### config.mk
export PLATFORM = sky130hd
export DESIGN_NAME = mci_interlock
export DESIGN_NICKNAME = d
export VERILOG_FILES = /design/src/rtl/mci_pkg.sv /design/src/rtl/mci_busy_if.sv /design/src/rtl/mci_busy_tracker.sv /design/src/rtl/mci_interlock.sv
export SDC_FILE = /design/constraint.sdc
export NUM_CORES = 1
export LEC_CHECK = 0
export ABC_AREA = 1
export BUFFER_PORTS_ARGS = -buffer_cell sky130_fd_sc_hd__buf_4
export CAP_MARGIN = 0
export CELL_PAD_IN_SITES_DETAIL_PLACEMENT = 0
export CELL_PAD_IN_SITES_GLOBAL_PLACEMENT = 2
export CORE_MARGIN = 2
export CORE_UTILIZATION = 20
export DETAILED_ROUTE_END_ITERATION = 8
export GPL_TIMING_DRIVEN = 0
export PLACE_DENSITY_LB_ADDON = 0.1
export SLEW_MARGIN = 20
export SYNTH_ARGS = -nofsm -noshare
export SYNTH_HDL_FRONTEND = slang
export SYNTH_SLANG_ARGS = --single-unit
export TNS_END_PERCENT = 30
### constraint.sdc
create_clock -name clk -period 1 [get_ports clk]
set_input_delay 0.1 -clock clk [delete_from_list [all_inputs] [get_ports clk]]
set_output_delay 0.1 -clock clk [all_outputs]
set_load 0.005 [all_outputs]
### src/rtl/mci_pkg.sv
// shared constants and types of the multiplier contention interlock
package mci_pkg;
  // cycles the multiplier stays busy after a multiply's memory access ends
  localparam logic [1:0] MM_BUSY_CYCLES      = 2'h2;
  // extra cycles a store of the accumulator waits past the busy phase
  localparam logic [1:0] STORE_TAIL_CYCLES   = 2'h1;
  // reset value of the busy counter
  localparam logic [1:0] BUSY_CNT_RESET      = 2'h0;

  // interlock sequencer states
  typedef enum logic [1:0] {
    ST_IDLE,
    ST_HOLD,
    ST_TAIL
  } mci_state_type;
endpackage : mci_pkg

### src/rtl/mci_busy_if.sv
// carrier of the multiplier busy phase between tracker and interlock
`timescale 1ns/1ps
`default_nettype none
interface mci_busy_if;
  logic busy;      // multiplier busy phase running
  logic busyLast;  // final cycle of the busy phase
  modport tracker (output busy, output busyLast);
  modport user    (input  busy, input  busyLast);
endinterface : mci_busy_if
`default_nettype wire

### src/rtl/mci_busy_tracker.sv
// multiplier busy phase tracker
`timescale 1ns/1ps
`default_nettype none
module mci_busy_tracker
  import mci_pkg::*;
(
  input  wire logic   clk,         // core clock
  input  wire logic   reset_n,     // synchronous reset, active low
  input  wire logic   mulMaDone,   // last cycle of a multiply's memory access
  mci_busy_if.tracker bus          // busy phase towards the interlock
);
  logic [1:0] busyCnt_r;
  logic [1:0] busyCnt_nxt;

  // reload on each multiply, then count down to idle
  assign busyCnt_nxt = mulMaDone ? MM_BUSY_CYCLES :
                       (busyCnt_r != 2'h0) ? busyCnt_r - 2'h1 : busyCnt_r;

  // counter flop
  always_ff @(posedge clk) begin
    if (!reset_n) begin
      busyCnt_r <= BUSY_CNT_RESET;
    end else begin
      busyCnt_r <= busyCnt_nxt;
    end
  end

  // busy flags, independent of slot boundaries
  assign bus.busy     = (busyCnt_r != 2'h0);
  assign bus.busyLast = (busyCnt_r == 2'h1);
endmodule : mci_busy_tracker
`default_nettype wire

### src/rtl/mci_interlock.sv
// pipeline interlock for accumulator moves that follow a signed word multiply
`timescale 1ns/1ps
`default_nettype none
module mci_interlock
  import mci_pkg::*;
(
  input  wire logic clk,              // core clock, 10 MHz
  input  wire logic reset_n,          // synchronous reset, active low
  input  wire logic mulMaDone,        // last cycle of a multiply's access stage
  input  wire logic followerStart,    // follower enters its access stage
  input  wire logic followerIsStore,  // 1 store to memory, 0 load from register
  input  wire logic fetchReq,         // instruction fetch wants the bus
  output logic      fetchGrant,       // fetch may use the bus this cycle
  output logic      maActive,         // follower access stage in progress
  output logic      maDone,           // final cycle of the merged slot
  output logic      multiplierAccess, // accumulator moved to or from multiplier
  output logic      memWriteEn,       // memory write of the accumulator
  output logic      youngerStall,     // hold decode and execute of younger ones
  output logic      mulBusy           // multiplier busy phase, for observation
);
  mci_busy_if busyBus ();

  mci_state_type state_r;
  mci_state_type state_nxt;
  logic          kindStore_r;
  logic          kindStore_nxt;
  logic          tailCnt_r;
  logic          tailCnt_nxt;

  // busy phase bookkeeping
  mci_busy_tracker u_busy (
    .clk       (clk),
    .reset_n   (reset_n),
    .mulMaDone (mulMaDone),
    .bus       (busyBus)
  );

  // decode of the current follower; a start in the last busy cycle ends the wait at once
  wire startNow    = followerStart && (state_r == ST_IDLE);
  wire isStore     = startNow ? followerIsStore : kindStore_r;
  wire inBusyWait  = startNow || (state_r == ST_HOLD);
  wire busyEnd     = inBusyWait && busyBus.busyLast;
  wire collide     = startNow && busyBus.busy && !busyBus.busyLast;
  wire singleSlot  = startNow && !busyBus.busy;
  wire holdEndLoad = busyEnd && !isStore;
  wire holdEndStor = busyEnd && isStore;
  wire tailEnd     = (state_r == ST_TAIL) && tailCnt_r;
  wire finalCycle  = singleSlot || holdEndLoad || tailEnd;

  // next state of the sequencer
  always_comb begin
    state_nxt = state_r;
    case (state_r)
      ST_IDLE: begin
        if (holdEndStor) begin
          state_nxt = ST_TAIL;
        end else if (collide) begin
          state_nxt = ST_HOLD;
        end
      end
      ST_HOLD: begin
        if (holdEndLoad) begin
          state_nxt = ST_IDLE;
        end else if (holdEndStor) begin
          state_nxt = ST_TAIL;
        end
      end
      ST_TAIL: begin
        if (tailEnd) begin
          state_nxt = ST_IDLE;
        end
      end
      default: begin
        state_nxt = ST_IDLE;
      end
    endcase
  end

  // kind latch and tail counter
  assign kindStore_nxt = startNow ? followerIsStore : kindStore_r;
  assign tailCnt_nxt   = holdEndStor ? (STORE_TAIL_CYCLES == 2'h1) :
                         (state_r == ST_TAIL) ? 1'b1 : 1'b0;

  // sequencer flops
  always_ff @(posedge clk) begin
    if (!reset_n) begin
      state_r     <= ST_IDLE;
      kindStore_r <= 1'b0;
      tailCnt_r   <= 1'b0;
    end else begin
      state_r     <= state_nxt;
      kindStore_r <= kindStore_nxt;
      tailCnt_r   <= tailCnt_nxt;
    end
  end

  // stage outputs; access stage wins the bus over fetch
  assign maActive         = startNow || (state_r != ST_IDLE);
  assign maDone           = finalCycle;
  assign multiplierAccess = finalCycle;
  assign memWriteEn       = finalCycle && isStore;
  assign fetchGrant       = fetchReq && !maActive;
  assign youngerStall     = maActive;
  assign mulBusy          = busyBus.busy;
endmodule : mci_interlock
`default_nettype wire

==> results of run 1 <==
[cells by family after synthesis]
group | after synthesis | share of synthesized area (%)
AOI/OAI and AO/OA | 5 | 7.40
buffers and inverters | 12 | 15.6
DFF | 6 | 35.6
and+or+nand+nor | 25 | 41.5
[power breakdown]
| part | internal (mW) | leakage, nW | switching (mW) |
|---|---|---|---|
| combinational | 0.0925 | 0.199 | 0.0699 |
| sequential | 0.247 | 0.0510 | 0.00805 |
| clock | 0.135 | 0.0138 | 0.0814 |
[per-layer routing]
metal / up-vias / track usage [%] / routed length (um)
met5: - / 0 / 0
met4: 0 / 8.82 / 0
met1: 127 / 10.0 / 322
met2: 7 / 12.9 / 347
li1: 180 / - / -
met3: 0 / 1.20 / 34
[per-stage QoR]
step / hold slack (ns) / cell area, um^2 / instances
floorplan: 0.177 / 349 / 48
global placement: 0.275 / 459 / 76
detailed placement: 0.282 / 459 / 76
CTS: 0.0211 / 505 / 81
global route: 0.0247 / 528 / 82
finish: 0.0279 / 528 / 82
[path summary, 6_finish.rpt]
| path | startpoint | end | slack (ns) | cells after the start |
|---|---|---|---|---|
| worst max-delay path | state_r[1] | multiplierAccess | -0.38 | 8 |
| worst min register to register | u_busy.busyCnt_r[0] | u_busy.busyCnt_r[0] | 0.43 | 1 |
| worst min-delay path | mulMaDone | u_busy.busyCnt_r[0] | 0.03 | 2 |
| worst max register to register | state_r[1] | tailCnt_r | -0.06 | 7 |
[flip-flops by register name, summed over array words and instances, names as in the netlist]
register and count:
state_r 2, tailCnt_r 1, u_busy.busyCnt_r 2, kindStore_r 1
[worst max-delay path, cell delays in order (launching register included)]
cell	delay, ns
dfxtp_4	0.35
nor2_4	0.14
nand3_2	0.10
nand2_4	0.07
inv_2	0.04
nand2_2	0.05
nand3_2	0.07
buf_6	0.12
buf_6	0.10
[area by class of cell]
cell class,count,area (um^2)
Clock buffer,3,22.5
Fill cell,177,1010
Tap cell,16,20.0
Timing Repair Buffer,15,120
Multi-Input combinational cell,30,180
Buffer,2,18.8
Sequential cell,6,129
Inverter,10,37.5
[timing repair]
action	4_1_cts	5_1_grt
pin swaps	3	3
resized for setup	3	8
endpoints found under the setup margin	6	10
hold endpoints to repair	0	0
buffers inserted	2	1
[cell usage in the layout, fill, tap and decap left out]
cell type  count
nand2_1        6
dfxtp_2        1
nand2_2        6
dfxtp_1        3
inv_2          3
or2_0          1
clkbuf_4       3
nor2_1         1
nand3_1        3
nor3_1         1
o21ai_1        1
buf_6          3
nor2_2         2
inv_1          7
a21oi_1        3
nand2_4        1
o21ai_0        1
nand3_2        3
nor2_4         1
buf_4         14
dfxtp_4        2
==> flow_results.xml, run 1 <==
<?xml version="1.0" encoding="UTF-8"?>
<metrics>
  <group name="timing">
    <metric name="timing.max_slew.rel_slack" unit="%">89.9</metric>
    <metric name="clock-skew-final" unit="ns">0.000796</metric>
    <metric name="timing.fmax" unit="MHz">724</metric>
    <metric name="setup_viol" unit="">9</metric>
    <metric name="finalWorstSetupSlack" unit="ns">-0.381</metric>
    <metric name="finalSetupTns" unit="ns">-1.64</metric>
    <metric name="worstMarginPinSlew" unit="ns">0.150</metric>
    <metric name="finalHoldViolCount" unit="">0</metric>
    <metric name="finalMaxSlewViolations" unit="">0</metric>
    <metric name="grt_setup_unrepaired" unit="">true</metric>
    <metric name="final_min_period_over_clock_period" unit="%">138</metric>
    <metric name="layout_min_cycle_time" unit="ns">1.38</metric>
  </group>
  <group name="drt">
    <metric name="routed_antenna_nets" unit="">0</metric>
    <metric name="drc" unit="">0</metric>
    <metric name="routed_wirelength" unit="um">704</metric>
    <metric name="drt_initial_violations" unit="">3</metric>
    <metric name="drt-vias-per-instance" unit="">3.83</metric>
    <metric name="routed_wire_length_per_instance" unit="um">8.59</metric>
    <metric name="drt-pass1-iter-count" unit="">3</metric>
    <metric name="routed-via-count" unit="">314</metric>
  </group>
  <group name="yosys">
    <metric name="yosys_warnings" unit="">0</metric>
    <metric name="syn-cell-area" unit="um^2">338</metric>
    <metric name="synth_seq_area_share" unit="%">35.6</metric>
    <metric name="synthCells" unit="">48</metric>
    <metric name="yosysTopAreaCellShare" unit="%">35.6</metric>
    <metric name="synth.ff_latch_count" unit="">6</metric>
    <metric name="post_synth.cell_area_avg" unit="um^2">7.04</metric>
    <metric name="synth_area_leaders" unit="">dfxtp_1, inv_1, nand2_1</metric>
    <metric name="synthesis.nets" unit="">54</metric>
    <metric name="synthDominantAreaCellType" unit="">dfxtp_1</metric>
    <metric name="top_reg_cell_synth" unit="">dfxtp_1</metric>
    <metric name="synth_enable_flop_cells" unit="">0</metric>
    <metric name="synth-async-reset-ratio" unit="%">0</metric>
    <metric name="post_synth_most_frequent_cells" unit="">inv_1, nand2_1, dfxtp_1</metric>
    <metric name="netlist-cell-type-count" unit="">17</metric>
  </group>
  <group name="cells_and_area">
    <metric name="num_antenna_cells" unit="">0</metric>
    <metric name="num-nets-final" unit="">74</metric>
    <metric name="finalCoreUtilization" unit="%">34.3</metric>
    <metric name="area_delta_synth_final" unit="%">56.3</metric>
    <metric name="ratio_of_cells_with_drive_above_1_in_the_final_layout" unit="%">59.1</metric>
  </group>
  <group name="power">
    <metric name="power_density" unit="nW/um^2">1200</metric>
    <metric name="total_leakage_power" unit="nW">0.264</metric>
    <metric name="finalPower" unit="uW">634</metric>
    <metric name="ir_drop" unit="mV">0.560</metric>
  </group>
  <group name="global_route">
    <metric name="globalRouteTotalUtil" unit="%">8.57</metric>
    <metric name="overflow" unit="">0</metric>
    <metric name="first_global_vias" unit="">295</metric>
    <metric name="grt_start_max_net_pins" unit="">5</metric>
    <metric name="antenna_found_initial" unit="">0</metric>
    <metric name="grt_pass1_wl" unit="um">1180</metric>
  </group>
  <group name="clock_network">
    <metric name="cts.sinks" unit="">6</metric>
    <metric name="max-clock-path-buffers" unit="">2</metric>
    <metric name="clock_tree_from_tritoncts" unit="">built</metric>
    <metric name="ctsHoldBuffers" unit="">0</metric>
    <metric name="cts.htree.levels" unit="">1</metric>
    <metric name="worst_skew_pair.late_latency" unit="ns">0.24</metric>
    <metric name="cts_buffers" unit="">3</metric>
    <metric name="root_buffer" unit="">clkbuf_4</metric>
    <metric name="cts.clk_slew.worst_paths" unit="ns">0.04</metric>
  </group>
  <group name="die">
    <metric name="design.core.area" unit="um^2">1540</metric>
    <metric name="floorplan.die_area" unit="um^2">2030</metric>
    <metric name="die-height" unit="um">45.1</metric>
    <metric name="initial_utilization" unit="%">21.9</metric>
    <metric name="floorplan.die.width" unit="um">45.1</metric>
    <metric name="number_of_i_o_pins" unit="">13</metric>
    <metric name="std_cell_rows" unit="">14</metric>
  </group>
  <group name="critical_path">
    <metric name="timing.critical_path.required" unit="ns">0.90</metric>
    <metric name="maximum_net_fanout_on_the_critical_path" unit="">4</metric>
    <metric name="cp.arrival" unit="ns">1.28</metric>
    <metric name="worstSetupStartpointType" unit="">flip-flop</metric>
    <metric name="crit_end_element" unit="">primary output</metric>
    <metric name="timing.setup.critical_path_class" unit="">reg2out</metric>
  </group>
  <group name="placed_design">
    <metric name="post_place_worst_slack" unit="ns">-0.183</metric>
    <metric name="dp_hpwl" unit="um">586</metric>
    <metric name="place.gp.congestion" unit="">0.600</metric>
    <metric name="io_buffer_count" unit="">12</metric>
  </group>
  <group name="outcome">
    <metric name="status" unit="">finished with violations</metric>
    <metric name="violations" unit="">negative setup slack</metric>
  </group>
  <group name="hold_path">
    <metric name="min-delay-path-class" unit="">in2reg</metric>
  </group>
  <group name="job">
    <metric name="drv_cap" unit="">0</metric>
  </group>
</metrics>
(Power assumes the default switching activity.)
==> run 2: changes to the inputs <==
CORE_UTILIZATION = 22   (was 20)
HOLD_SLACK_MARGIN = 0.03   (was unset)
clock period = 1.4 ns   (was 1 ns; I/O delays follow)
==> run 2 against run 1 <==
The flow now finishes without violations; setup slack gained 0.41 ns; clock skew grew 0.0022 ns; wire length is 3.0% lower; worst hold slack improved by 0.045 ns; global-route usage up 0.29 points; critical path type unchanged; largest cell class unchanged.
==> flow_results.xml, run 2 (same netlist as run 1, synthesis figures left out) <==
<?xml version="1.0" encoding="UTF-8"?>
<metrics>
  <group name="cells_and_area">
    <metric name="num-nets-final" unit="">75</metric>
    <metric name="multiInputGateArea" unit="um^2">195</metric>
    <metric name="layout.cells.most_common_list" unit="">buf_4, inv_1, nand2_2</metric>
    <metric name="area_delta_synth_final" unit="%">61.5</metric>
    <metric name="final_non_filler_cell_total" unit="">83</metric>
    <metric name="num_antenna_cells" unit="">0</metric>
    <metric name="layout_top_registers" unit="">state_r x2, u_busy.busyCnt_r x2</metric>
    <metric name="n_fill_cell" unit="">172</metric>
    <metric name="ratio_of_cells_with_drive_above_1_in_the_final_layout" unit="%">59.7</metric>
    <metric name="seqCellArea" unit="um^2">128</metric>
    <metric name="mostFrequentLayoutCell" unit="">buf_4</metric>
  </group>
  <group name="timing">
    <metric name="layout_min_cycle_time" unit="ns">1.37</metric>
    <metric name="setup_viol" unit="">0</metric>
    <metric name="grt_setup_unrepaired" unit="">true</metric>
    <metric name="finalHoldViolCount" unit="">0</metric>
    <metric name="timing.max_slew.rel_slack" unit="%">90.0</metric>
    <metric name="timing.fmax" unit="MHz">731</metric>
    <metric name="clock-skew-final" unit="ns">0.00297</metric>
    <metric name="finalWorstSetupSlack" unit="ns">0.0327</metric>
    <metric name="finalHoldWorstSlack" unit="ns">0.0729</metric>
    <metric name="worstMarginPinSlew" unit="ns">0.149</metric>
    <metric name="finalMaxSlewViolations" unit="">0</metric>
    <metric name="final_min_period_over_clock_period" unit="%">97.7</metric>
  </group>
  <group name="drt">
    <metric name="drt-pass1-iter-count" unit="">4</metric>
    <metric name="drt_initial_violations" unit="">6</metric>
    <metric name="routed_wire_length_per_instance" unit="um">8.23</metric>
    <metric name="routed_wirelength" unit="um">683</metric>
    <metric name="routed-via-count" unit="">341</metric>
    <metric name="drc" unit="">0</metric>
    <metric name="routed_antenna_nets" unit="">0</metric>
    <metric name="drt-vias-per-instance" unit="">4.11</metric>
  </group>
  <group name="clock_network">
    <metric name="max-clock-path-buffers" unit="">2</metric>
    <metric name="cts.sinks" unit="">6</metric>
    <metric name="root_buffer" unit="">clkbuf_4</metric>
    <metric name="cts.clk_slew.worst_paths" unit="ns">0.04</metric>
    <metric name="worst_skew_pair.late_latency" unit="ns">0.23</metric>
    <metric name="clock_tree_from_tritoncts" unit="">built</metric>
    <metric name="cts.htree.levels" unit="">1</metric>
    <metric name="ctsHoldBuffers" unit="">0</metric>
    <metric name="cts_buffers" unit="">3</metric>
  </group>
  <group name="placed_design">
    <metric name="io_buffer_count" unit="">12</metric>
    <metric name="place.gp.congestion" unit="">0.633</metric>
    <metric name="dp_hpwl" unit="um">529</metric>
    <metric name="numPlacedInstances" unit="">76</metric>
    <metric name="post_place_worst_slack" unit="ns">0.156</metric>
  </group>
  <group name="power">
    <metric name="ir_drop" unit="mV">0.373</metric>
    <metric name="total_leakage_power" unit="nW">0.273</metric>
    <metric name="power_density" unit="nW/um^2">824</metric>
  </group>
  <group name="die">
    <metric name="design.core.area" unit="um^2">1470</metric>
    <metric name="floorplan.die_area" unit="um^2">1860</metric>
    <metric name="std_cell_rows" unit="">14</metric>
    <metric name="floorplan.die.width" unit="um">43.2</metric>
    <metric name="die-height" unit="um">43.2</metric>
    <metric name="number_of_i_o_pins" unit="">13</metric>
    <metric name="initial_utilization" unit="%">23.0</metric>
  </group>
  <group name="hold_path">
    <metric name="min-delay-path-class" unit="">in2reg</metric>
  </group>
  <group name="global_route">
    <metric name="groute.layer.met1.usage" unit="%">10.9</metric>
    <metric name="grt_start_max_net_pins" unit="">5</metric>
    <metric name="gr-usage-met2" unit="%">12.5</metric>
    <metric name="globalRouteMet3Util" unit="%">2.55</metric>
    <metric name="antenna_found_initial" unit="">0</metric>
    <metric name="grt.busiest_layer" unit="">met2</metric>
    <metric name="overflow" unit="">0</metric>
    <metric name="globalRouteTotalUtil" unit="%">8.85</metric>
    <metric name="first_global_vias" unit="">303</metric>
    <metric name="grt_pass1_wl" unit="um">1240</metric>
  </group>
  <group name="critical_path">
    <metric name="worstSetupStartpointType" unit="">flip-flop</metric>
    <metric name="worstPathCellList" unit="">nor2_4 &gt; buf_4 &gt; buf_4 &gt; nand2_2 &gt; buf_4 &gt; buf_4</metric>
    <metric name="slowest_cell_on_the_critical_path" unit="">dfxtp_4</metric>
    <metric name="timing.setup.critical_path_class" unit="">reg2out</metric>
    <metric name="critPathMaxStageDelay" unit="ns">0.35</metric>
    <metric name="maximum_net_fanout_on_the_critical_path" unit="">4</metric>
    <metric name="timing.critical_path.required" unit="ns">1.26</metric>
    <metric name="crit_end_element" unit="">primary output</metric>
    <metric name="critical_path.most_common_cell" unit="">buf_4</metric>
    <metric name="cp.arrival" unit="ns">1.23</metric>
  </group>
  <group name="outcome">
    <metric name="status" unit="">finished clean</metric>
  </group>
  <group name="job">
    <metric name="drv_cap" unit="">0</metric>
  </group>
</metrics>
-- run 2: cell types whose count changed in the layout (fill, tap and decap cells not counted) --
| cell | before | now |
|---|---|---|
| buf_6 | 3 | 2 |
| nand2_4 | 1 | 2 |
| nand2_1 | 6 | 5 |
| buf_4 | 14 | 16 |
| dfxtp_2 | 1 | 0 |
| nand3_2 | 3 | 2 |
| nand3_4 | 0 | 1 |
| dfxtp_1 | 3 | 4 |
-- run 2: report_power, final --
| part | internal (mW) | total, mW | switching (mW) |
|---|---|---|---|
| sequential | 0.176 | 0.181 | 0.00519 |
| combinational | 0.0656 | 0.119 | 0.0531 |
| clock | 0.0964 | 0.150 | 0.0533 |
-- run 2: layout make-up --
class	count	share of cell area, %
Multi-Input combinational cell	30	35.8
Buffer	1	1.38
Timing Repair Buffer	17	24.8
Clock buffer	3	4.13
Sequential cell	6	23.4
Inverter	10	6.88
Tap cell	16	3.67
-- run 2: worst paths after layout --
| check | start | to | slack (ns) | cells past startpoint |
|---|---|---|---|---|
| worst min-delay path | mulMaDone | u_busy.busyCnt_r[0] | 0.07 | 2 |
| worst max register to register | state_r[0] | tailCnt_r | 0.24 | 8 |
| worst min register to register | u_busy.busyCnt_r[0] | u_busy.busyCnt_r[0] | 0.44 | 1 |
| worst max-delay path | state_r[0] | youngerStall | 0.03 | 6 |
-- run 2: stage by stage --
| step | area, um^2 | TNS, ns | util (%) | power [mW] |
|---|---|---|---|---|
| 6_report | 546 | 0 | 37.1 | 0.450 |
| 5_1_grt | 546 | -0.0946 | 37.1 | 0.482 |
| 4_1_cts | 498 | -0.0154 | 33.8 | 0.442 |
| 3_5_place_dp | 448 | 0 | 30.4 | 0.281 |
| 3_3_place_gp | 448 | 0 | 30.4 | 0.282 |
| 2_1_floorplan | 338 | 0 | - | 0.237 |
-- run 2: timing repair --
| item | in CTS | in global routing |
|---|---|---|
| gates cloned | 0 | 0 |
| endpoints found under the setup margin | 1 | 3 |
| buffers inserted | 3 | 2 |
| resized for setup | 5 | 11 |
| hold endpoints to repair | 0 | 0 |
| pin swaps | 3 | 7 |
-- run 2: per-layer routing --
layer  share of wire, %  wire length (um)
met4                1.5                10
met2                 47               321
met3                9.2                63
met1                 42               288
met5                  0                 0
-- run 2: critical path: cells and delay by family, from the launching register on --
kind,cells,cell delay [ns]
simple gates,2,0.19
buf+inv,4,0.46
flops,1,0.35
==> run 3: changes to the inputs <==
CELL_PAD_IN_SITES_DETAIL_PLACEMENT = 1   (was 0)
CELL_PAD_IN_SITES_GLOBAL_PLACEMENT = 1   (was 2)
CORE_AREA = 2 2 39 41   (was unset)
CORE_MARGIN = unset   (was 2)
CORE_UTILIZATION = unset   (was 22)
DIE_AREA = 0 0 41 43   (was unset)
==> run 3 against run 2 <==
Clock skew down 0.0020 ns; total power is essentially flat; setup slack about the same; count of clock-buffer cells in the layout is the same; register-to-register slack is essentially flat; first-iteration DRC count fell by 67%; utilization is 0.90 points higher; wire length rose by 12%; global-route usage increased by 2.3 points; fmax barely moved; non-clock buffer count did not move; critical path type unchanged; largest cell class unchanged; largest power group unchanged; highest routed layer unchanged.
==> flow_results.xml, run 3 (same netlist as run 1, synthesis figures left out) <==
<?xml version="1.0" encoding="UTF-8"?>
<metrics>
  <group name="job">
    <metric name="drv_cap" unit="">0</metric>
  </group>
  <group name="timing">
    <metric name="setup_viol" unit="">0</metric>
    <metric name="worstMarginPinSlew" unit="ns">0.139</metric>
    <metric name="finalMaxSlewViolations" unit="">0</metric>
    <metric name="finalHoldWorstSlack" unit="ns">0.0653</metric>
    <metric name="finalSetupTns" unit="ns">0</metric>
    <metric name="clock-skew-final" unit="ns">0.000965</metric>
    <metric name="layout_min_cycle_time" unit="ns">1.37</metric>
    <metric name="grt_setup_unrepaired" unit="">true</metric>
    <metric name="finalWorstSetupSlack" unit="ns">0.0323</metric>
    <metric name="timing.max_slew.rel_slack" unit="%">90.6</metric>
    <metric name="final_min_period_over_clock_period" unit="%">97.7</metric>
    <metric name="timing.fmax" unit="MHz">731</metric>
    <metric name="finalHoldViolCount" unit="">0</metric>
  </group>
  <group name="critical_path">
    <metric name="slowest_cell_on_the_critical_path" unit="">dfxtp_4</metric>
    <metric name="cp_num_buf_inv" unit="">3</metric>
    <metric name="worstPathCellList" unit="">nor2_4 &gt; nand2_2 &gt; nand2_2 &gt; nand2_4 &gt; buf_6 &gt; nand2_2 &gt; inv_2 &gt; buf_6</metric>
    <metric name="cp.arrival" unit="ns">1.23</metric>
    <metric name="maximum_net_fanout_on_the_critical_path" unit="">3</metric>
    <metric name="timing.critical_path.required" unit="ns">1.26</metric>
    <metric name="timing.setup.critical_path_class" unit="">reg2out</metric>
    <metric name="critPathMaxStageDelay" unit="ns">0.34</metric>
    <metric name="critical_path.most_common_cell" unit="">nand2_2</metric>
    <metric name="worstSetupStartpointType" unit="">flip-flop</metric>
    <metric name="critical_path.top_delay_family" unit="">simple AND/OR/NAND/NOR gates</metric>
    <metric name="crit_end_element" unit="">primary output</metric>
  </group>
  <group name="cells_and_area">
    <metric name="finalCoreUtilization" unit="%">38.0</metric>
    <metric name="num_antenna_cells" unit="">0</metric>
    <metric name="num-nets-final" unit="">75</metric>
    <metric name="layout_top_registers" unit="">state_r x2, u_busy.busyCnt_r x2</metric>
    <metric name="area_delta_synth_final" unit="%">55.6</metric>
    <metric name="layout.cells.most_common_list" unit="">buf_4, inv_1, nand2_1</metric>
    <metric name="mostFrequentLayoutCell" unit="">buf_4</metric>
    <metric name="ratio_of_cells_with_drive_above_1_in_the_final_layout" unit="%">55.2</metric>
  </group>
  <group name="placed_design">
    <metric name="place.gp.congestion" unit="">0.611</metric>
    <metric name="io_buffer_count" unit="">12</metric>
    <metric name="dp_hpwl" unit="um">585</metric>
    <metric name="post_place_worst_slack" unit="ns">0.152</metric>
  </group>
  <group name="outcome">
    <metric name="status" unit="">finished clean</metric>
  </group>
  <group name="global_route">
    <metric name="globalRouteTotalUtil" unit="%">11.2</metric>
    <metric name="grt_start_max_net_pins" unit="">5</metric>
    <metric name="grt_pass1_wl" unit="um">1270</metric>
    <metric name="first_global_vias" unit="">319</metric>
    <metric name="overflow" unit="">0</metric>
    <metric name="antenna_found_initial" unit="">0</metric>
  </group>
  <group name="drt">
    <metric name="routed_wirelength" unit="um">762</metric>
    <metric name="routed-via-count" unit="">343</metric>
    <metric name="routed_antenna_nets" unit="">0</metric>
    <metric name="routed_wire_length_per_instance" unit="um">9.18</metric>
    <metric name="drc" unit="">0</metric>
    <metric name="drt-pass1-iter-count" unit="">2</metric>
    <metric name="drt-vias-per-instance" unit="">4.13</metric>
    <metric name="drt_initial_violations" unit="">2</metric>
  </group>
  <group name="clock_network">
    <metric name="worst_skew_pair.late_latency" unit="ns">0.24</metric>
    <metric name="max-clock-path-buffers" unit="">2</metric>
    <metric name="root_buffer" unit="">clkbuf_4</metric>
    <metric name="cts_buffers" unit="">3</metric>
    <metric name="cts.clk_slew.worst_paths" unit="ns">0.05</metric>
    <metric name="ctsHoldBuffers" unit="">0</metric>
    <metric name="clock_tree_from_tritoncts" unit="">built</metric>
    <metric name="cts.sinks" unit="">6</metric>
    <metric name="cts.htree.levels" unit="">1</metric>
  </group>
  <group name="power">
    <metric name="power_density" unit="nW/um^2">855</metric>
    <metric name="total_leakage_power" unit="nW">0.265</metric>
    <metric name="ir_drop" unit="mV">0.413</metric>
  </group>
  <group name="die">
    <metric name="number_of_i_o_pins" unit="">13</metric>
    <metric name="floorplan.die_area" unit="um^2">1760</metric>
    <metric name="std_cell_rows" unit="">14</metric>
    <metric name="initial_utilization" unit="%">24.4</metric>
    <metric name="die-height" unit="um">43</metric>
    <metric name="floorplan.die.width" unit="um">41</metric>
    <metric name="design.core.area" unit="um^2">1380</metric>
  </group>
  <group name="hold_path">
    <metric name="min-delay-path-class" unit="">in2reg</metric>
  </group>
</metrics>
==> run 3: cell types whose count changed in the layout (fill, tap and decap cells not counted) <==
| cell | previous run | this run |
|---|---|---|
| nand2_4 | 2 | 1 |
| nand2_1 | 5 | 7 |
| nor2_2 | 2 | 1 |
| nand2_2 | 6 | 5 |
| nand3_2 | 2 | 3 |
| nor2_1 | 1 | 2 |
| nand3_4 | 1 | 0 |
==> run 3: routing by layer <==
layer	vias to the layer above	part of all wire [%]	GRT usage, %
met2	6	51	15.6
met4	0	1.3	12.0
li1	183	-	-
met3	2	4.3	1.57
met1	152	43	13.0
met5	-	0	0
==> run 3: area by class of cell <==
cell class	instances	area [um^2]
multi-input cells	30	175
flip-flops and latches	6	128
fillers	170	858
well taps	16	20.0
plain buffers	1	7.51
inverters	10	37.5
clock buffers	3	22.5
repair buffers	17	135
==> run 3: worst paths after layout <==
path | from | to | slack [ns] | cells past startpoint
min reg2reg | u_busy.busyCnt_r[0] | u_busy.busyCnt_r[0] | 0.44 | 1
min | mulMaDone | u_busy.busyCnt_r[0] | 0.07 | 2
max reg2reg | state_r[0] | state_r[1] | 0.23 | 8
max | state_r[0] | memWriteEn | 0.03 | 8
==> run 3: repair_timing <==
action,CTS,global route
buffers inserted,2,3
endpoints found under the setup margin,2,3
resized for setup,5,6
pin swaps,3,5
==> run 3: through the flow <==
stage	instance area (um^2)	instances	total power, mW
2_1_floorplan	338	48	0.237
3_3_place_gp	448	76	0.281
3_5_place_dp	448	76	0.281
4_1_cts	490	80	0.446
5_1_grt	526	83	0.480
6_report	526	83	0.449
==> run 3: where the power goes <==
group / internal [mW] / leakage (nW) / total (mW) / switching (mW)
Sequential: 0.176 / 0.0505 / 0.180 / 0.00415
Clock: 0.0969 / 0.0138 / 0.157 / 0.0606
Combinational: 0.0622 / 0.201 / 0.112 / 0.0498
Total: 0.335 / 0.265 / 0.449 / 0.115
